## config.mk

```make
export PLATFORM = sky130hd
export DESIGN_NAME = ssc_system_control
export DESIGN_NICKNAME = d
export VERILOG_FILES = /design/src/core/ssc_pkg.sv /design/src/core/ssc_system_control.sv /design/src/core/ssc_irq_steer.sv
export SDC_FILE = /design/constraint.sdc
export NUM_CORES = 1
export LEC_CHECK = 0
export ABC_AREA = 1
export BUFFER_PORTS_ARGS = -buffer_cell sky130_fd_sc_hd__buf_2
export CAP_MARGIN = 20
export CORE_ASPECT_RATIO = 2
export CORE_MARGIN = 2
export CORE_UTILIZATION = 42
export DETAILED_ROUTE_END_ITERATION = 7
export GPL_ROUTABILITY_DRIVEN = 0
export PLACE_DENSITY = 0.79
export REMOVE_ABC_BUFFERS = 1
export SYNTH_ARGS = -nofsm -noshare
export SYNTH_HDL_FRONTEND = slang
export SYNTH_SLANG_ARGS = --single-unit
```

## constraint.sdc

```tcl
create_clock -name mclk -period 7.4 [get_ports mclk]
set_input_delay 1.48 -clock mclk [delete_from_list [all_inputs] [get_ports mclk]]
set_output_delay 1.48 -clock mclk [all_outputs]
set_load 0.005 [all_outputs]
```

## src/core/ssc_pkg.sv

```systemverilog
// Constants for the upper half of the system setup control register.
// Assumes configuration accesses arrive as whole-word cycles with byte enables.
package ssc_pkg;

    // Configuration space byte offset of the register
    localparam logic [7:0] SSC_REG_OFFSET     = 8'h80;

    // Field positions within the 32-bit word
    localparam int         SSC_STEP_LSB       = 30;
    localparam int         SSC_TIE_AB_BIT     = 29;
    localparam int         SSC_TIE_ALL_BIT    = 28;
    localparam int         SSC_CLK_DIR_BIT    = 27;
    localparam int         SSC_ROUTE_BIT      = 26;
    localparam int         SSC_FLAG_BIT       = 25;
    localparam int         SSC_ENABLE_BIT     = 24;
    localparam int         SSC_RSVD_BIT       = 23;
    localparam int         SSC_RSVD_DRIVE_BIT = 22;
    localparam int         SSC_PROT_DIS_BIT   = 21;
    localparam int         SSC_REDUCED_ZV_BIT = 20;
    localparam int         SSC_DREQ_EN_BIT    = 19;
    localparam int         SSC_CHAN_LSB       = 16;

    // Byte lanes that carry the fields
    localparam int         SSC_LANE_HIGH      = 3;
    localparam int         SSC_LANE_MID       = 2;

    // Reset values and the unused channel code
    localparam logic [1:0] SSC_STEP_RESET     = 2'h0;
    localparam logic [2:0] SSC_CHAN_RESET     = 3'h4;
    localparam logic [2:0] SSC_CHAN_UNUSED    = 3'h4;

    // Values for the interrupt pin register of each function
    localparam logic [7:0] SSC_PIN_INTA       = 8'h01;
    localparam logic [7:0] SSC_PIN_INTB       = 8'h02;
    localparam logic [7:0] SSC_PIN_INTC       = 8'h03;

    // Half period of the generated switch clock, in mclk cycles
    localparam int         SSC_SWCLK_HALF     = 4;

    // Number of card sockets, one per card function
    localparam int         SSC_SOCKETS        = 2;

endpackage : ssc_pkg

```

## src/core/ssc_system_control.sv

```systemverilog
// Upper half (bits 31:16) of the system setup control register, two functions.
// Assumes config cycles on mclk and card pins that are asynchronous to it.
//
// What this block does
// - Step field rotates interrupts across serial slots
// - Global fields are one shared copy
// - Tie bit merges INTA and INTB
// - Tie-all merges A, B, C; pin register reports
// - Direction bit drives switch clock out
// - Route bit picks IRQ2 or status change
// - Flag sets on power write while enable bit is set; one clears
// - Enable bit makes power writes signal events
// - Drive reserved terminals low for 32-bit card
// - Protect-disable bit turns supply protection off
// - Reduced video floats address lines 25 to 22
// - Request enable passes card DMA requests
// - Channel field selects DMA channel, 4 unused
// - Marked fields clear only on global reset
`timescale 1ns/100ps

module ssc_system_control
    import ssc_pkg::*;
#(
    parameter int SWCLK_HALF = SSC_SWCLK_HALF
)
(
    input  wire logic        mclk,
    input  wire logic        rst,
    input  wire logic        pciResetN,
    input  wire logic        cfgWrite,
    input  wire logic        cfgRead,
    input  wire logic        cfgFunc,
    input  wire logic [7:0]  cfgAddr,
    input  wire logic [3:0]  cfgByteEn,
    input  wire logic [31:0] cfgWrData,
    output logic      [31:0] cfgRdData,
    output logic             cfgRdValid,
    input  wire logic        intA,
    input  wire logic        intB,
    input  wire logic        intC,
    output logic      [3:0]  serialSlots,
    output logic      [7:0]  intPinFunc0,
    output logic      [7:0]  intPinFunc1,
    output logic             switchClockOut,
    output logic             switchClockOe,
    input  wire logic [1:0]  socketPowerWrite,
    output logic             irq2Event,
    output logic      [1:0]  cardStatusChange,
    input  wire logic [1:0]  card32Present,
    output logic      [1:0]  reservedTermOut,
    output logic      [1:0]  reservedTermOe,
    output logic      [1:0]  supplyProtectEnable,
    output logic      [1:0]  cardAddrHighOe,
    input  wire logic [1:0]  cardDmaRequest,
    output logic      [1:0]  dmaRequest,
    output logic      [5:0]  dmaChannel,
    output logic      [1:0]  dmaChannelUsed
);

    // Shared fields (one copy for both functions)
    logic [1:0] irqSlotRotation;
    logic       tieABIrq;
    logic       tieAllIrq;
    logic       switchClockDirection;
    logic       powerEventRoute;
    logic       powerEventEnable;

    // Per-socket fields
    logic [1:0] powerEventFlag;
    logic [1:0] reservedTerminalDrive;
    logic [1:0] supplyProtectDisable;
    logic [1:0] reducedZoomedVideo;
    logic [1:0] cardDmaRequestEnable;
    logic [2:0] dmaChannelSelect [SSC_SOCKETS];

    // Pin synchronisers
    logic       pciRstMeta;
    logic       pciRstSync;
    logic [1:0] card32Meta;
    logic [1:0] card32Sync;
    logic [1:0] dreqMeta;
    logic [1:0] dreqSync;

    // Switch clock divider
    logic [15:0] swClkCount;
    logic        swClkLevel;

    // Decode
    logic        regHit;
    logic        wrHigh;
    logic        wrMid;
    logic [1:0]  sockSel;
    logic [1:0]  flagClear;
    logic [1:0]  flagSet;
    logic [1:0]  next_powerEventFlag;
    logic [31:0] readWord;
    logic [3:0]  steeredSlots;
    logic        tieAny;

    function automatic logic [31:0] pack_word(input logic sock);
        logic [31:0] w;
        w = 32'h0;
        w[SSC_STEP_LSB +: 2]   = irqSlotRotation;
        w[SSC_TIE_AB_BIT]      = tieABIrq;
        w[SSC_TIE_ALL_BIT]     = tieAllIrq;
        w[SSC_CLK_DIR_BIT]     = switchClockDirection;
        w[SSC_ROUTE_BIT]       = powerEventRoute;
        w[SSC_FLAG_BIT]        = powerEventFlag[sock];
        w[SSC_ENABLE_BIT]      = powerEventEnable;
        w[SSC_RSVD_BIT]        = 1'b0;
        w[SSC_RSVD_DRIVE_BIT]  = reservedTerminalDrive[sock];
        w[SSC_PROT_DIS_BIT]    = supplyProtectDisable[sock];
        w[SSC_REDUCED_ZV_BIT]  = reducedZoomedVideo[sock];
        w[SSC_DREQ_EN_BIT]     = cardDmaRequestEnable[sock];
        w[SSC_CHAN_LSB +: 3]   = dmaChannelSelect[sock];
        return w;
    endfunction : pack_word

    assign regHit   = (cfgAddr == SSC_REG_OFFSET);
    assign wrHigh   = cfgWrite & regHit & cfgByteEn[SSC_LANE_HIGH];
    assign wrMid    = cfgWrite & regHit & cfgByteEn[SSC_LANE_MID];
    assign sockSel  = cfgFunc ? 2'h2 : 2'h1;
    // A process, not an assign, so field updates seen inside pack_word re-evaluate it
    always_comb
    begin
        readWord = regHit ? pack_word(cfgFunc) : 32'h0;
    end
    assign tieAny   = tieABIrq | tieAllIrq;

    // Only a written one clears the flag; a new event in the same cycle wins
    assign flagClear = (wrHigh && cfgWrData[SSC_FLAG_BIT]) ? sockSel : 2'h0;
    assign flagSet   = powerEventEnable ? socketPowerWrite : 2'h0;
    assign next_powerEventFlag = flagSet | (powerEventFlag & ~flagClear);

    ssc_irq_steer u_steer (
        .step   (irqSlotRotation),
        .tieAb  (tieABIrq),
        .tie_all_irq (tieAllIrq),
        .intA   (intA),
        .intB   (intB),
        .intC   (intC),
        .slots  (steeredSlots)
    );

    always_ff @(posedge mclk or posedge rst)
    begin
        if (rst)
        begin
            pciRstMeta <= 1'b1;
            pciRstSync <= 1'b1;
            card32Meta <= 2'h0;
            card32Sync <= 2'h0;
            dreqMeta   <= 2'h0;
            dreqSync   <= 2'h0;
        end
        else
        begin
            pciRstMeta <= ~pciResetN;
            pciRstSync <= pciRstMeta;
            card32Meta <= card32Present;
            card32Sync <= card32Meta;
            dreqMeta   <= cardDmaRequest;
            dreqSync   <= dreqMeta;
        end
    end

    // Marked fields: cleared by the global reset only, never by the bus reset
    always_ff @(posedge mclk or posedge rst)
    begin
        if (rst)
        begin
            irqSlotRotation      <= SSC_STEP_RESET;
            tieABIrq             <= 1'b0;
            switchClockDirection <= 1'b0;
            powerEventRoute      <= 1'b0;
            powerEventEnable     <= 1'b0;
        end
        else if (wrHigh)
        begin
            // One shared copy, whichever function writes it
            irqSlotRotation      <= cfgWrData[SSC_STEP_LSB +: 2];
            tieABIrq             <= cfgWrData[SSC_TIE_AB_BIT];
            switchClockDirection <= cfgWrData[SSC_CLK_DIR_BIT];
            powerEventRoute      <= cfgWrData[SSC_ROUTE_BIT];
            powerEventEnable     <= cfgWrData[SSC_ENABLE_BIT];
        end
    end

    // Tie-all carries no global-only mark, so the bus reset clears it too
    always_ff @(posedge mclk or posedge rst)
    begin
        if (rst)
        begin
            tieAllIrq <= 1'b0;
        end
        else if (pciRstSync)
        begin
            tieAllIrq <= 1'b0;
        end
        else if (wrHigh)
        begin
            tieAllIrq <= cfgWrData[SSC_TIE_ALL_BIT];
        end
    end

    always_ff @(posedge mclk or posedge rst)
    begin
        if (rst)
        begin
            powerEventFlag <= 2'h0;
        end
        else
        begin
            powerEventFlag <= next_powerEventFlag;
        end
    end

    for (genvar s = 0; s < SSC_SOCKETS; s++)
    begin : g_sock
        always_ff @(posedge mclk or posedge rst)
        begin
            if (rst)
            begin
                reservedTerminalDrive[s] <= 1'b0;
                supplyProtectDisable[s]  <= 1'b0;
                reducedZoomedVideo[s]    <= 1'b0;
                cardDmaRequestEnable[s]  <= 1'b0;
                dmaChannelSelect[s]      <= SSC_CHAN_RESET;
            end
            else if (wrMid && sockSel[s])
            begin
                reservedTerminalDrive[s] <= cfgWrData[SSC_RSVD_DRIVE_BIT];
                supplyProtectDisable[s]  <= cfgWrData[SSC_PROT_DIS_BIT];
                reducedZoomedVideo[s]    <= cfgWrData[SSC_REDUCED_ZV_BIT];
                cardDmaRequestEnable[s]  <= cfgWrData[SSC_DREQ_EN_BIT];
                dmaChannelSelect[s]      <= cfgWrData[SSC_CHAN_LSB +: 3];
            end
        end

        always_ff @(posedge mclk or posedge rst)
        begin
            if (rst)
            begin
                reservedTermOe[s]      <= 1'b0;
                supplyProtectEnable[s] <= 1'b1;
                cardAddrHighOe[s]      <= 1'b1;
                dmaRequest[s]          <= 1'b0;
                dmaChannel[3*s +: 3]   <= SSC_CHAN_RESET;
                dmaChannelUsed[s]      <= 1'b0;
            end
            else
            begin
                reservedTermOe[s]      <= reservedTerminalDrive[s] & card32Sync[s];
                supplyProtectEnable[s] <= ~supplyProtectDisable[s];
                cardAddrHighOe[s]      <= ~reducedZoomedVideo[s];
                dmaRequest[s]          <= cardDmaRequestEnable[s] & dreqSync[s];
                dmaChannel[3*s +: 3]   <= dmaChannelSelect[s];
                dmaChannelUsed[s]      <= (dmaChannelSelect[s] != SSC_CHAN_UNUSED);
            end
        end
    end

    // Event notification follows the route bit sampled in the event cycle
    always_ff @(posedge mclk or posedge rst)
    begin
        if (rst)
        begin
            irq2Event        <= 1'b0;
            cardStatusChange <= 2'h0;
        end
        else
        begin
            irq2Event        <= ~powerEventRoute & (|flagSet);
            cardStatusChange <= powerEventRoute ? flagSet : 2'h0;
        end
    end

    // Free-running divider stands in for the internal oscillator
    always_ff @(posedge mclk or posedge rst)
    begin
        if (rst)
        begin
            swClkCount <= 16'h0;
            swClkLevel <= 1'b0;
        end
        else if (swClkCount == 16'(SWCLK_HALF - 1))
        begin
            swClkCount <= 16'h0;
            swClkLevel <= ~swClkLevel;
        end
        else
        begin
            swClkCount <= swClkCount + 16'h1;
        end
    end

    always_ff @(posedge mclk or posedge rst)
    begin
        if (rst)
        begin
            switchClockOut  <= 1'b0;
            switchClockOe   <= 1'b0;
            serialSlots     <= 4'h0;
            intPinFunc0     <= SSC_PIN_INTA;
            intPinFunc1     <= SSC_PIN_INTB;
            reservedTermOut <= 2'h0;
            cfgRdData       <= 32'h0;
            cfgRdValid      <= 1'b0;
        end
        else
        begin
            switchClockOut  <= swClkLevel;
            switchClockOe   <= switchClockDirection;
            serialSlots     <= steeredSlots;
            intPinFunc0     <= SSC_PIN_INTA;
            intPinFunc1     <= tieAny ? SSC_PIN_INTA : SSC_PIN_INTB;
            // Reserved terminals are only ever driven low
            reservedTermOut <= 2'h0;
            cfgRdData       <= cfgRead ? readWord : 32'h0;
            cfgRdValid      <= cfgRead;
        end
    end

endmodule : ssc_system_control

```

## src/core/ssc_irq_steer.sv

```systemverilog
// Merges the internal interrupt lines and rotates them into serial slots.
// Assumes level inputs on the same clock; the result is combinational.
`timescale 1ns/100ps

module ssc_irq_steer
    import ssc_pkg::*;
(
    input  wire logic [1:0] step,
    input  wire logic       tieAb,
    input  wire logic       tie_all_irq,
    input  wire logic       intA,
    input  wire logic       intB,
    input  wire logic       intC,
    output logic      [3:0] slots
);

    logic [2:0] merged;

    // Tie-all takes priority; it also swallows INTB like the plain tie
    assign merged[0] = intA | ((tieAb | tie_all_irq) & intB) | (tie_all_irq & intC);
    assign merged[1] = intB & ~(tieAb | tie_all_irq);
    assign merged[2] = intC & ~tie_all_irq;

    // Line n lands in slot (n + step) mod 4
    always_comb
    begin
        slots = 4'h0;
        for (int n = 0; n < 3; n++)
        begin
            slots[2'(n) + step] = slots[2'(n) + step] | merged[n];
        end
    end

endmodule : ssc_irq_steer

```

* Yosys cells after proc, flatten, opt, wreduce, memory -nomap -nowiden
Cells that the tools add are included.
** Storage, ports and cells
- Register bits after elaboration :: 110
- Output and inout bits :: 76
** Cells by class
- $add $sub $neg :: 3
- Order comparisons :: 8
- Equal/unequal tests :: 4
- Mux-type cells :: 37
- Bitwise gates (word level) :: 32
- Reduce and logical (&&, ||, !) cells :: 8
** Operators with widths (count)
- $mux W32 :: 2
- $mux W1 :: 18
- $add A16 B1 Y16 const B :: 1
- $eq A16 B2 Y1 const B :: 1
- $mux W16 :: 1
- $and A1 B1 Y1 :: 12
- $mux W2 :: 5
- $lt A2 B3 Y1 const B :: 3
- $mux W3 :: 3
- $not A1 Y1 :: 9
- $bwmux W4 :: 2
- $eq A8 B8 Y1 const B :: 1
- $bmux W1 S2 :: 3
- $demux W1 S2 :: 3
- $ge A2 B1 Y1 const B :: 3
- $logic_and A1 B1 Y1 :: 6
- $ne A3 B3 Y1 const B :: 2
- $or A1 B1 Y1 :: 6
- $and A4 B4 Y4 :: 1
- $add A1 B2 Y2 const A :: 1
- $add A2 B2 Y2 const A :: 1
- $and A2 B2 Y2 :: 1
- $ge A2 B2 Y1 const B :: 1
- $lt A1 B2 Y1 const B :: 1
- 5 further kinds :: 5

* Longest topological paths before layout
Gate-level depths: netlist of the first run.
- Depth in word-level cells :: 14
- Gate-level depth with buffers :: 12
- Mapped depth without buffers :: 12

* Cells and area by module
A second synthesis of the first run with hierarchy kept.
** Second synthesis, totals
- Cell total of the unflattened synthesis :: 415
- Area, all modules :: 4003.8 um2
** By module, submodules not included
- ssc_system_control :: times used 1, cells each 359, area an instance 3693.5 um2, sequential area each 2341.0 um2
- ssc_irq_steer :: times used 1, cells each 56, area an instance 310.3 um2, sequential area each 0.0 um2

* Worst setup path before layout of the first run
OpenSTA, ideal clock, no wires.
- Path kind :: input -> register
- Start :: input cfgAddr[0]
- End :: register irqSlotRotation[0]
- Library setup time :: 0.131 ns
- Data arrival time :: 2.478 ns
- Setup slack :: 4.791 ns
- Stages :: 7
- Path buffers :: 1
- Path through :: nor4b_1 > and3_1 > and2_1 > nand2_1 > buf_2 > nor2_1 > a21oi_1
** On the way
- Word-level cells in the longest chain between the ends :: 3
** Ends and longest elaborated chain
- start: declaration :: line ssc_system_control.sv:33 : input wire logic [7:0] cfgAddr,
- $eq A8 B8 Y1 :: line ssc_system_control.sv:119 : assign regHit = (cfgAddr == SSC_REG_OFFSET);
- $and A1 B1 Y1 (2 in series) :: line ssc_system_control.sv:120 : assign wrHigh = cfgWrite & regHit & cfgByteEn[SSC_LANE_HIGH];
- end signal: assignment :: line ssc_system_control.sv:181 : irqSlotRotation <= cfgWrData[SSC_STEP_LSB +: 2];
- end: declaration :: line ssc_system_control.sv:61 : logic [1:0] irqSlotRotation;
Every way passes these cells.
A chain may end at the register's enable or synchronous reset.

* Worst setup path after layout of the first run
- Start :: input cfgAddr[2]
- End :: register powerEventFlag[1]
** On the way
- Word-level cells in the longest chain between the ends :: 8
** Ends and longest elaborated chain
- $eq A8 B8 Y1 :: line ssc_system_control.sv:119
- $and A1 B1 Y1 (2 in series) :: line ssc_system_control.sv:120
- $logic_and A1 B1 Y1 :: line ssc_system_control.sv:131 : assign flagClear = (wrHigh && cfgWrData[SSC_FLAG_BIT]) ? sockSel : 2'h0;
- $mux W2 :: line ssc_system_control.sv:131
- $not A2 Y2 :: line ssc_system_control.sv:133 : assign next_powerEventFlag = flagSet | (powerEventFlag & ~flagClear);
- $and A2 B2 Y2 :: line ssc_system_control.sv:133
- $or A2 B2 Y2 :: line ssc_system_control.sv:133
- named net next_powerEventFlag[1] :: line ssc_system_control.sv:95 : logic [1:0] next_powerEventFlag;
- end signal: assignment :: line ssc_system_control.sv:214 : powerEventFlag <= next_powerEventFlag;
- end: declaration :: line ssc_system_control.sv:69 : logic [1:0] powerEventFlag;
The timed path passes the listed nets, and every way through them passes these cells.

==> impl_summary.log, run 1 <==
[metrics] run status: complete, no violations
[metrics] clock-pin slew reported for the worst setup and hold paths after clock tree synthesis: about 0.07 ns
[metrics] proportion of synthesized flip-flops having asynchronous set or reset: 100.0%
[metrics] synthesized area divided by synthesized cell count: 9.935 µm²
[metrics] initial antenna violation count: 0
[metrics] number of clock sinks seen by CTS: between 90 and 100
[metrics] count of unique library cells instantiated by Yosys: 33
[metrics] first drt pass iteration count: 4
[metrics] kind of start point of the critical path: input pin
[metrics] total internal power: approximately 0.0008 W
[metrics] Tmin final: approximately 2.8 ns
[metrics] Max Buffers Root-to-Sink: 2
[metrics] CTS tree: built
[metrics] fraction of post-synthesis cell area in the top cell type by area: 53.37%
[metrics] worst clock skew: around 0.0053 ns
[metrics] P&R area growth vs syn: 18.32%
[metrics] nets@finish: 540
[metrics] clock root buffer: sky130_fd_sc_hd__clkbuf_16
[metrics] deepest level of the CTS H-tree: 3
[metrics] mean routed wirelength per cell: about 13 µm
[metrics] final-report hold violation count: 0
[metrics] initial DRC count: roughly 150
[metrics] post-route non-filler standard cell count: approximately 580
[metrics] count of unresolved DRC violations after routing: 0
[metrics] Num CTS Buffers: 9
[metrics] Area contributors post-synth: sky130_fd_sc_hd__dfrtp_1 (53%), sky130_fd_sc_hd__dfstp_2 (7.5%), sky130_fd_sc_hd__buf_4 (6.4%), sky130_fd_sc_hd__nand2_1 (6.3%), sky130_fd_sc_hd__inv_1 (5.7%)
[metrics] Hold-fix buffers, CTS: 0
[metrics] Switching Share: approximately a quarter
[metrics] final sum of negative setup slack: 0 ns
[metrics] global routing usage on met3: roughly 3.6%
[metrics] total number of vias: 2764
[metrics] number of setup buffers added after CTS: 0
[metrics] CP Data Arrival Time: approximately 3 ns
[metrics] fill cell count: ~800
[metrics] share of total power in combinational logic: roughly 4.9%
[metrics] relative slew slack: between 50% and 60%
[metrics] max_cap viols: 0
[metrics] full die area: approximately 0.01 mm²
[metrics] power per standard cell area: 223.1 mW/mm²
[metrics] floorplan die width: 71.66 µm
[metrics] post-synthesis cell type with the largest combined area: sky130_fd_sc_hd__dfrtp_1
[metrics] most frequently used cell type in the post-synthesis netlist: sky130_fd_sc_hd__dfrtp_1
[metrics] leak pwr: around 2.5 nW
[metrics] share of post-route cells with drive strength above 1: between 20% and 30%
[metrics] GRT Residual Overflow: 0
[metrics] Setup Crit Path Kind: input pin to flop
[metrics] final antenna-violating net count: 0
[metrics] required time at the endpoint of the critical path: 7.62 ns
[metrics] CP endpoint kind: flop
[metrics] setup-violating endpoint count in the final report: 0
[metrics] core area: 0.008951 mm²
[metrics] average vias per placed instance: about 4.7
[metrics] I/O pin count: approximately 140
[metrics] pin count of the biggest net entering global routing: between 90 and 100
[metrics] Slew Limit Fails: 0
[metrics] register bit total from synthesis: 93
[metrics] total routing usage reported by global routing: roughly 16%
[metrics] fmax: roughly 360 MHz
[metrics] Seq pwr share: 51.4%
[metrics] Worst VDD drop: approximately 140 µV
[metrics] n_diodes: 0
[metrics] Yosys warnings: 0
[metrics] period utilization: 37.89%
[metrics] wirelength, routed: between 7 and 8 mm
[metrics] insertion delay of the later-clocked pin in the worst-skew pair: roughly 0.34 ns
[metrics] number of standard cells after synthesis: about 390
[metrics] first-pass GRT wire length: ~12 mm
[metrics] slew at the pin closest to its max-slew limit: 0.7251 ns
[metrics] Worst Hold Class: flop to flop
[metrics] post-synthesis sequential area ratio: about three fifths
[metrics] post_cts resized: 0
[metrics] relative contribution of the clock network to total power: 43.7%
[metrics] largest fanout on the critical path: 16
[metrics] vias in the first global route: about 2600
[metrics] setup repair after global routing missed its margin: false
[metrics] post-synthesis cell area: between 0.003 and 0.004 mm²
[metrics] number of rows in the core area: 49
[metrics] sw power: 0.0002367 W
[metrics] met2 routing resource usage after global routing: roughly 28%
[metrics] Inst Count DP: approximately 570
[metrics] most used flip-flop cell after synthesis: sky130_fd_sc_hd__dfrtp_1
[metrics] number of synthesized flops with an enable pin: 0
[metrics] most used routing layer in global routing: met2
[metrics] half-perimeter wire length of the detailed placement result: 5.561 mm
[metrics] Initial Utilization: a little over two fifths
[metrics] global-route track usage on met1: around 17%
[metrics] Port-buffer cells: 82
[metrics] cell types with the highest counts after synthesis: sky130_fd_sc_hd__dfrtp_1 (82), sky130_fd_sc_hd__nand2_1 (65), sky130_fd_sc_hd__inv_1 (58), sky130_fd_sc_hd__nor2_1 (35), sky130_fd_sc_hd__buf_4 (33)
[metrics] height of the chip: ~140 µm
[final cells by class]
class	count	area (µm²)	area share, %
clock buffer	10	239.0	5.253
clock inverter	6	52.55	1.155
inverter	58	219.0	4.813
multi-input combinational	229	1132	24.89
sequential	93	2341	51.46
tap	102	127.6	2.805
timing repair buffer	84	437.9	9.626
[power groups by stage]
stage | clock network, W | registers [W] | logic [W]
detailed placement | 0 | 0.000532 | 0.0000490
global placement | 0 | 0.000531 | 0.0000474
global route | 0.000479 | 0.000523 | 0.0000575
finish | 0.000443 | 0.000522 | 0.0000497
floorplan | 0 | 0.000532 | 0.0000255
CTS | 0.000454 | 0.000522 | 0.0000490
[per-layer routing]
| metal | vias up | wire (µm) | part of all wire [%] |
|---|---|---|---|
| met5 | - | 0 | 0 |
| met1 | 1307 | 2726 | 36 |
| li1 | 1314 | - | - |
| met4 | 0 | 180 | 2.4 |
| met2 | 127 | 4111 | 54 |
| met3 | 16 | 572 | 7.5 |
[stage by stage]
| stage | utilization, % | hold slack [ns] | area [µm²] | power, W | setup slack, ns |
|---|---|---|---|---|---|
| 2_1_floorplan | - | 0.3312 | 3691 | 0.0005571 | 3.518 |
| 3_3_place_gp | 47.34 | 0.3365 | 4238 | 0.0005788 | 4.308 |
| 3_5_place_dp | 47.34 | 0.3413 | 4238 | 0.0005808 | 4.243 |
| 4_1_cts | 50.60 | 0.3571 | 4529 | 0.001025 | 4.609 |
| 5_1_grt | 50.82 | 0.3600 | 4549 | 0.001059 | 4.429 |
| 6_report | 50.82 | 0.3538 | 4549 | 0.001015 | 4.596 |
[cells by family after synthesis]
logic type,Yosys count,share of synthesized area (%)
xor+xnor,8,1.822
fa+ha+maj,6,1.952
flops,93,60.89
buf+inv,96,12.69
simple gates,143,16.79
other cells,2,0.1953
compound gates,39,5.662
[worst paths after layout]
| check | cells past startpoint | slack [ns] | from | to |
|---|---|---|---|---|
| setup / recovery | 7 | 4.60 | cfgAddr[2] | powerEventFlag[1]$_DFF_PP0_ |
| hold / removal | 0 | 0.35 | dreqMeta[0]$_DFF_PP0_ | dreqSync[0]$_DFF_PP0_ |
| setup reg to reg | 12 | 5.39 | irqSlotRotation[0]$_DFFE_PP0P_ | serialSlots[2]$_DFF_PP0_ |
| hold reg to reg | 0 | 0.35 | dreqMeta[0]$_DFF_PP0_ | dreqSync[0]$_DFF_PP0_ |
| max in group asynchronous | 4 | 5.41 | rst | dmaChannelSelect[5]$_DFFE_PP1P_ |
| min in group asynchronous | 3 | 1.29 | rst | switchClockOut$_DFF_PP0_ |
[state kept, by name, indices dropped and copies added (netlist names), 4 cells and up]
register / cells
cfgRdData: 15
dmaChannelSelect: 6
dmaChannel: 6
swClkCount: 16
serialSlots: 4
[worst max-delay path, cell delays in order]
cell and delay [ns]:
sky130_fd_sc_hd__buf_2 0.11, sky130_fd_sc_hd__nor4b_1 0.25, sky130_fd_sc_hd__and3_1 0.21, sky130_fd_sc_hd__and2_1 0.16, sky130_fd_sc_hd__nand2_1 0.36, sky130_fd_sc_hd__o31ai_1 0.36, sky130_fd_sc_hd__nand2_1 0.08
[cells in the final DEF, fill, tap and decap left out, types with 9 or more instances in the layout]
cell                        count
sky130_fd_sc_hd__nand2_1       65
sky130_fd_sc_hd__nor2_1        35
sky130_fd_sc_hd__a21oi_1       11
sky130_fd_sc_hd__dfrtp_1       82
sky130_fd_sc_hd__conb_1        33
sky130_fd_sc_hd__o21ai_0       18
sky130_fd_sc_hd__dfstp_2       11
sky130_fd_sc_hd__buf_2         82
sky130_fd_sc_hd__nand3_1       22
sky130_fd_sc_hd__clkbuf_16      9
sky130_fd_sc_hd__inv_1         57
Power figures use the tool's default switching activity.
==> run 2, diff against run 1 <==
--- a/config.mk
+++ b/config.mk
@@ -13,7 +13,7 @@
 export CORE_UTILIZATION = 42
 export DETAILED_ROUTE_END_ITERATION = 7
 export GPL_ROUTABILITY_DRIVEN = 0
-export PLACE_DENSITY = 0.79
+export PLACE_DENSITY = 0.82
 export REMOVE_ABC_BUFFERS = 1
 export SYNTH_ARGS = -nofsm -noshare
 export SYNTH_HDL_FRONTEND = slang
==> constraint.sdc (replaced) <==
create_clock -name mclk -period 2.45 [get_ports mclk]
set_input_delay 0.49 -clock mclk [delete_from_list [all_inputs] [get_ports mclk]]
set_output_delay 0.49 -clock mclk [all_outputs]
set_load 0.005 [all_outputs]
==> impl_summary.log, run 2 (same netlist as run 1, synthesis figures left out) <==
[metrics] pin count of the biggest net entering global routing: 94
[metrics] total number of vias: ~2800
[metrics] setup-violating endpoint count in the final report: 0
[metrics] CTS tree: built
[metrics] most frequent cells in the layout: sky130_fd_sc_hd__dfrtp_1 (82), sky130_fd_sc_hd__buf_2 (82), sky130_fd_sc_hd__nand2_1 (65)
[metrics] power per standard cell area: approximately 670 mW/mm²
[metrics] post_cts resized: 0
[metrics] core area: just under 0.009 mm²
[metrics] P&R area growth vs syn: 18.52%
[metrics] final antenna-violating net count: 0
[metrics] first-pass GRT wire length: between 10 and 15 mm
[metrics] Slew Limit Fails: 0
[metrics] share of post-route cells with drive strength above 1: about a quarter
[metrics] vias in the first global route: 2846
[metrics] relative slew slack: ~55%
[metrics] initial antenna violation count: 0
[metrics] mean routed wirelength per cell: roughly 13 µm
[metrics] count of unresolved DRC violations after routing: 0
[metrics] registers with the highest flip-flop counts: swClkCount x16, cfgRdData x15
[metrics] Worst Hold Class: input pin to async pin
[metrics] nets@finish: 540
[metrics] period utilization: around 84%
[metrics] run status: complete, no violations
[metrics] Setup Crit Path Kind: flop to flop
[metrics] required time at the endpoint of the critical path: 2.67 ns
[metrics] largest fanout on the critical path: 9
[metrics] kind of start point of the critical path: flop
[metrics] Port-buffer cells: between 80 and 90
[metrics] floorplan die width: slightly above 70 µm
[metrics] worst slack at placement: about 0.24 ns
[metrics] slew at the pin closest to its max-slew limit: between 0.6 and 0.7 ns
[metrics] Reg with most FFs: swClkCount
[metrics] Initial Utilization: between 40% and 50%
[metrics] height of the chip: about 140 µm
[metrics] Tmin final: between 2 and 2.5 ns
[metrics] I/O pin count: 135
[metrics] post-route setup slack: approximately 0.38 ns
[metrics] Max Buffers Root-to-Sink: 2
[metrics] wirelength, routed: roughly 7.7 mm
[metrics] number of clock sinks seen by CTS: a little over 90
[metrics] GRT Residual Overflow: 0
[metrics] average vias per placed instance: 4.732
[metrics] clock-pin slew reported for the worst setup and hold paths after clock tree synthesis: around 0.06 ns
[metrics] Worst VDD drop: about 420 µV
[metrics] Post-Layout Inst Area: 0.004557 mm²
[metrics] Hold WS: roughly 0.25 ns
[metrics] final-report hold violation count: 0
[metrics] max_cap viols: 0
[metrics] Num CTS Buffers: 9
[metrics] total routing usage reported by global routing: around 16%
[metrics] deepest level of the CTS H-tree: 3
[metrics] clock root buffer: sky130_fd_sc_hd__clkbuf_16
[metrics] fmax: 483.7 MHz
[metrics] number of setup buffers added after CTS: 0
[metrics] Area after DPL: between 0.004 and 0.005 mm²
[metrics] initial DRC count: around 130
[metrics] half-perimeter wire length of the detailed placement result: approximately 5.6 mm
[metrics] CP endpoint kind: flop
[metrics] number of rows in the core area: about 50
[metrics] CP Data Arrival Time: roughly 2.3 ns
[metrics] insertion delay of the later-clocked pin in the worst-skew pair: 0.33 ns
[metrics] setup repair after global routing missed its margin: false
[metrics] worst clock skew: 0.005140 ns
[metrics] leak pwr: approximately 2.5 nW
[metrics] Hold-fix buffers, CTS: 0
[metrics] full die area: 0.009982 mm²
[metrics] max reg flops: 16
[metrics] first drt pass iteration count: 4
==> run 2: cell types whose count changed in the layout (fill, tap and decap cells not counted), sizes merged <==
cell	delta
diode	+1
inv	-2
clkinvlp	-1
clkbuf	+2
clkinv	+1
==> run 2: through the flow <==
| step | util, % | total power, W | std cells | TNS, ns |
|---|---|---|---|---|
| global route | 50.88 | 0.003189 | 582 | 0 |
| detailed placement | 47.57 | 0.001757 | 566 | 0 |
| CTS | 50.88 | 0.003099 | 582 | 0 |
| finish | 50.91 | 0.003057 | 583 | 0 |
| floorplan | - | 0.001683 | 380 | -36.25 |
| global placement | 47.57 | 0.001750 | 566 | 0 |
==> run 2: report_power, final <==
part           switching [W]  internal, W
clock               0.000555     0.000774
combinational      0.0000975    0.0000529
sequential         0.0000104      0.00157
==> run 2: worst paths after layout <==
| kind | start | to | slack [ns] | cells after the start |
|---|---|---|---|---|
| worst max-delay path | irqSlotRotation[0]$_DFFE_PP0P_ | serialSlots[0]$_DFF_PP0_ | 0.38 | 12 |
| worst min register to register | pciRstMeta$_DFF_PP1_ | pciRstSync$_DFF_PP1_ | 0.36 | 0 |
| worst max register to register | irqSlotRotation[0]$_DFFE_PP0P_ | serialSlots[0]$_DFF_PP0_ | 0.38 | 12 |
| max in group asynchronous | rst | dmaChannel[5]$_DFF_PP1_ | 1.81 | 3 |
| min in group mclk | card32Present[1] | card32Meta[1]$_DFF_PP0_ | 0.26 | 1 |
| worst min-delay path | rst | serialSlots[1]$_DFF_PP0_ | 0.25 | 3 |
==> run 2: layer usage <==
layer	track usage (%)	vias up	wire length [µm]
met5	0	-	0
met3	4.272	16	494
met1	16.58	1318	2669
met4	7.051	0	189
li1	-	1309	-
met2	30.21	116	4303
==> run 2: layout make-up <==
class                           count  area (µm²)
Antenna cell                        1       2.502
Clock buffer                       12       266.5
Clock inverter                      4       30.03
Fill cell                         824        4394
Inverter                           58       219.0
Multi-Input combinational cell    229        1132
Sequential cell                    93        2341
Tap cell                          102       127.6
Timing Repair Buffer               84       437.9
==> run 2: critical path, cell delays in order, from the launching register on <==
cell and delay, ns:
sky130_fd_sc_hd__dfrtp_1 0.46, sky130_fd_sc_hd__inv_1 0.20, sky130_fd_sc_hd__ha_1 0.31, sky130_fd_sc_hd__nand3_1 0.12, sky130_fd_sc_hd__nand3_1 0.09, sky130_fd_sc_hd__nand2_1 0.14, sky130_fd_sc_hd__nand3_1 0.11, sky130_fd_sc_hd__nand3_1 0.12
sky130_fd_sc_hd__nand2_1 0.07, sky130_fd_sc_hd__nand2_1 0.09, sky130_fd_sc_hd__nand3_2 0.12, sky130_fd_sc_hd__nand2_1 0.08, sky130_fd_sc_hd__nand2_1 0.05
==> run 3, diff against run 2 <==
--- a/config.mk
+++ b/config.mk
@@ -5,7 +5,7 @@
 export SDC_FILE = /design/constraint.sdc
 export NUM_CORES = 1
 export LEC_CHECK = 0
-export ABC_AREA = 1
+export ABC_AREA = 0
 export BUFFER_PORTS_ARGS = -buffer_cell sky130_fd_sc_hd__buf_2
 export CAP_MARGIN = 20
 export CORE_ASPECT_RATIO = 2
@@ -13,7 +13,7 @@
 export CORE_UTILIZATION = 42
 export DETAILED_ROUTE_END_ITERATION = 7
 export GPL_ROUTABILITY_DRIVEN = 0
-export PLACE_DENSITY = 0.82
+export PLACE_DENSITY = 0.79
 export REMOVE_ABC_BUFFERS = 1
 export SYNTH_ARGS = -nofsm -noshare
 export SYNTH_HDL_FRONTEND = slang
==> constraint.sdc (replaced) <==
create_clock -name mclk -period 2.1 [get_ports mclk]
set_input_delay 0.42 -clock mclk [delete_from_list [all_inputs] [get_ports mclk]]
set_output_delay 0.42 -clock mclk [all_outputs]
set_load 0.005 [all_outputs]
==> impl_summary.log, run 3 <==
[metrics] pin count of the biggest net entering global routing: between 40 and 50
[metrics] number of standard cells after synthesis: 299
[metrics] fmax: between 400 and 500 MHz
[metrics] most used flip-flop cell after synthesis: sky130_fd_sc_hd__dfrtp_1
[metrics] fill cell count: about 740
[metrics] final-report hold violation count: 0
[metrics] number of synthesized flops with an enable pin: 0
[metrics] post-synthesis cell area: a little under 0.004 mm²
[metrics] leak pwr: 2.414 nW
[metrics] vias in the first global route: roughly 2600
[metrics] mean routed wirelength per cell: 14.68 µm
[metrics] initial antenna violation count: 0
[metrics] first drt pass iteration count: 4
[metrics] CP endpoint kind: flop
[metrics] number of rows in the core area: 49
[metrics] post-synthesis sequential area ratio: 60.55%
[metrics] CP Data Arrival Time: ~2.3 ns
[metrics] total internal power: approximately 0.0028 W
[metrics] relative slew slack: a little over half
[metrics] n_diodes: 0
[metrics] kind of start point of the critical path: flop
[metrics] cell types with the highest counts after synthesis: sky130_fd_sc_hd__dfrtp_1 (82), sky130_fd_sc_hd__buf_4 (34), sky130_fd_sc_hd__mux2_2 (21), sky130_fd_sc_hd__nor2_1 (20), sky130_fd_sc_hd__mux2i_1 (14)
[metrics] I/O pin count: between 100 and 150
[metrics] Worst Hold Class: input pin to async pin
[metrics] average vias per placed instance: between 4 and 5
[metrics] post-route non-filler standard cell count: 505
[metrics] run status: complete, no violations
[metrics] Num CTS Buffers: 9
[metrics] synthesized area divided by synthesized cell count: about 13 µm²
[metrics] setup-violating endpoint count in the final report: 0
[metrics] Area contributors post-synth: sky130_fd_sc_hd__dfrtp_1 (53%), sky130_fd_sc_hd__dfstp_2 (7.5%), sky130_fd_sc_hd__buf_4 (6.6%), sky130_fd_sc_hd__mux2_2 (6.1%), sky130_fd_sc_hd__mux2i_1 (3.6%)
[metrics] Initial Utilization: a little over two fifths
[metrics] Port-buffer cells: between 80 and 90
[metrics] P&R area growth vs syn: 22.95%
[metrics] half-perimeter wire length of the detailed placement result: about 5.4 mm
[metrics] PnR Total Power: approximately 0.0036 W
[metrics] Switching Share: 23.14%
[metrics] leading cell type in the layout, fill and taps excluded: sky130_fd_sc_hd__buf_2
[metrics] registers with the highest flip-flop counts: swClkCount x16, cfgRdData x15
[metrics] slew at the pin closest to its max-slew limit: 0.7027 ns
[metrics] required time at the endpoint of the critical path: ~2.3 ns
[metrics] power per standard cell area: between 700 and 800 mW/mm²
[metrics] total routing usage reported by global routing: between 10% and 20%
[metrics] most frequently used cell type in the post-synthesis netlist: sky130_fd_sc_hd__dfrtp_1
[metrics] Setup Crit Path Kind: flop to flop
[metrics] Worst VDD drop: roughly 570 µV
[metrics] initial DRC count: between 60 and 70
[metrics] first-pass GRT wire length: 12.05 mm
[metrics] Yosys warnings: 0
[metrics] most used routing layer in global routing: met2
[metrics] sw power: ~0.00084 W
[metrics] register bit total from synthesis: 93
[metrics] worst clock skew: approximately 0.0053 ns
[metrics] count of unique library cells instantiated by Yosys: between 40 and 50
[metrics] full die area: about 0.01 mm²
[metrics] max_cap viols: 0
[metrics] Slew Limit Fails: 0
[metrics] Max Buffers Root-to-Sink: 2
[metrics] wirelength, routed: around 7.4 mm
[metrics] worst r2r path cells: 7
[metrics] relative contribution of the clock network to total power: 42.8%
[metrics] max reg flops: 16
[metrics] number of clock sinks seen by CTS: a little over 90
[metrics] Tmin final: just over 2 ns
[metrics] most frequent cells in the layout: sky130_fd_sc_hd__buf_2 (82), sky130_fd_sc_hd__dfrtp_1 (80), sky130_fd_sc_hd__conb_1 (33)
[metrics] Inst Count DP: between 400 and 500
[metrics] largest fanout on the critical path: 5
[metrics] height of the chip: around 140 µm
[metrics] clock root buffer: sky130_fd_sc_hd__clkbuf_16
[metrics] period utilization: a little over nine tenths
[metrics] nets@finish: between 400 and 500
[metrics] fraction of post-synthesis cell area in the top cell type by area: a little over half
[metrics] floorplan die width: a little over 70 µm
[metrics] post-synthesis cell type with the largest combined area: sky130_fd_sc_hd__dfrtp_1
[metrics] share of post-route cells with drive strength above 1: about two fifths
[metrics] core area: between 0.008 and 0.009 mm²
[metrics] global-route track usage on met1: between 10% and 20%
[metrics] deepest level of the CTS H-tree: 3
[metrics] share of total power in combinational logic: under 10%
[metrics] GRT Residual Overflow: 0
[metrics] global routing usage on met3: under 10%
[metrics] Hold-fix buffers, CTS: 0
[metrics] insertion delay of the later-clocked pin in the worst-skew pair: 0.34 ns
[metrics] Area after DPL: ~0.0044 mm²
[metrics] count of unresolved DRC violations after routing: 0
[metrics] final antenna-violating net count: 0
[metrics] proportion of synthesized flip-flops having asynchronous set or reset: 100.0%
[metrics] clock-pin slew reported for the worst setup and hold paths after clock tree synthesis: ~0.070 ns
[metrics] total number of vias: between 2000 and 2500
[metrics] Post-Layout Inst Area: 0.004753 mm²
[metrics] met2 routing resource usage after global routing: ~28%
[metrics] Seq pwr share: 51.2%
[metrics] CTS tree: built
[metrics] Reg with most FFs: swClkCount
## run 3: changes by cell type in the layout (fill, tap and decap cells not counted), moves of 11 or more
| cell | before | now |
|---|---|---|
| sky130_fd_sc_hd__xnor2_1 | 2 | 13 |
| sky130_fd_sc_hd__o21ai_0 | 18 | 0 |
| sky130_fd_sc_hd__mux2_2 | 0 | 21 |
| sky130_fd_sc_hd__nor2_1 | 35 | 20 |
| sky130_fd_sc_hd__nand2_1 | 65 | 10 |
| sky130_fd_sc_hd__nand3_1 | 22 | 11 |
| sky130_fd_sc_hd__inv_1 | 57 | 9 |
| sky130_fd_sc_hd__mux2i_1 | 0 | 14 |
## run 3: what timing repair did
action | in CTS | in global routing
gates resized for setup | 3 | 12
buffers inserted | 0 | 2
hold endpoints to repair | 0 | 0
pin swaps | 0 | 3
setup endpoints to repair | 4 | 4
## run 3: layer usage
layer  vias to the layer above  share of wire, %
li1                       1149                 -
met2                        89                56
met1                      1224                36
met4                         0               2.6
met5                         -                 0
met3                        17               5.3
## run 3: path summary, 6_finish.rpt
path / start / end / slack, ns
max: irqSlotRotation[1]$_DFFE_PP0P_ / serialSlots[0]$_DFF_PP0_ / 0.04
min: rst / swClkCount[10]$_DFF_PP0_ / 0.05
max reg2reg: irqSlotRotation[1]$_DFFE_PP0P_ / serialSlots[0]$_DFF_PP0_ / 0.04
min reg2reg: dreqMeta[1]$_DFF_PP0_ / dreqSync[1]$_DFF_PP0_ / 0.35
max in group asynchronous: rst / dmaChannel[2]$_DFF_PP1_ / 1.43
min in group mclk: cardDmaRequest[0] / dreqMeta[0]$_DFF_PP0_ / 0.18
## run 3: cell type report
class	count	area, µm²	share of cell area [%]
flip-flops and latches	93	2344	49.30
multi-input cells	186	1389	29.22
repair buffers	96	553.0	11.63
clock buffers	10	239.0	5.028
well taps	102	127.6	2.685
clock inverters	6	52.55	1.106
inverters	12	48.80	1.027
## run 3: cells by family after synthesis
kind of cell | synth area share (%)
simple gates | 10.74
mux | 11.26
buf+inv | 8.511
other cells | 0.1942
compound gates | 3.398
xor+xnor | 3.398
flops | 60.55
fa+ha+maj | 1.942
## run 3: through the flow
step / hold slack [ns] / utilization (%) / setup WS (ns) / TNS [ns]
after global placement: 0.3334 / 48.77 / 0.01031 / 0
after detailed placement: 0.3347 / 48.77 / -0.1131 / -0.3738
after floorplan: 0.3312 / - / -0.7221 / -60.84
after CTS: 0.05261 / 52.17 / 0.01184 / 0
after global routing: 0.07666 / 53.10 / -0.01819 / -0.06056
final: 0.05100 / 53.10 / 0.03506 / 0
## run 3: power by group through the flow
stage	Combinational (W)	Sequential, W	Clock [W]
final	0.000219	0.00185	0.00155
after global routing	0.000244	0.00185	0.00168
after CTS	0.000206	0.00185	0.00159
after detailed placement	0.000203	0.00188	0
after global placement	0.000195	0.00188	0
after floorplan	0.000110	0.00188	0
## run 3: worst max-delay path, stage by stage, from the launching register on
cell,delay (ns)
sky130_fd_sc_hd__dfrtp_2,0.42
sky130_fd_sc_hd__inv_2,0.11
sky130_fd_sc_hd__ha_1,0.20
sky130_fd_sc_hd__mux4_2,0.48
sky130_fd_sc_hd__a31oi_4,0.26
sky130_fd_sc_hd__mux2i_2,0.14
sky130_fd_sc_hd__mux2i_4,0.19
sky130_fd_sc_hd__a31oi_1,0.12
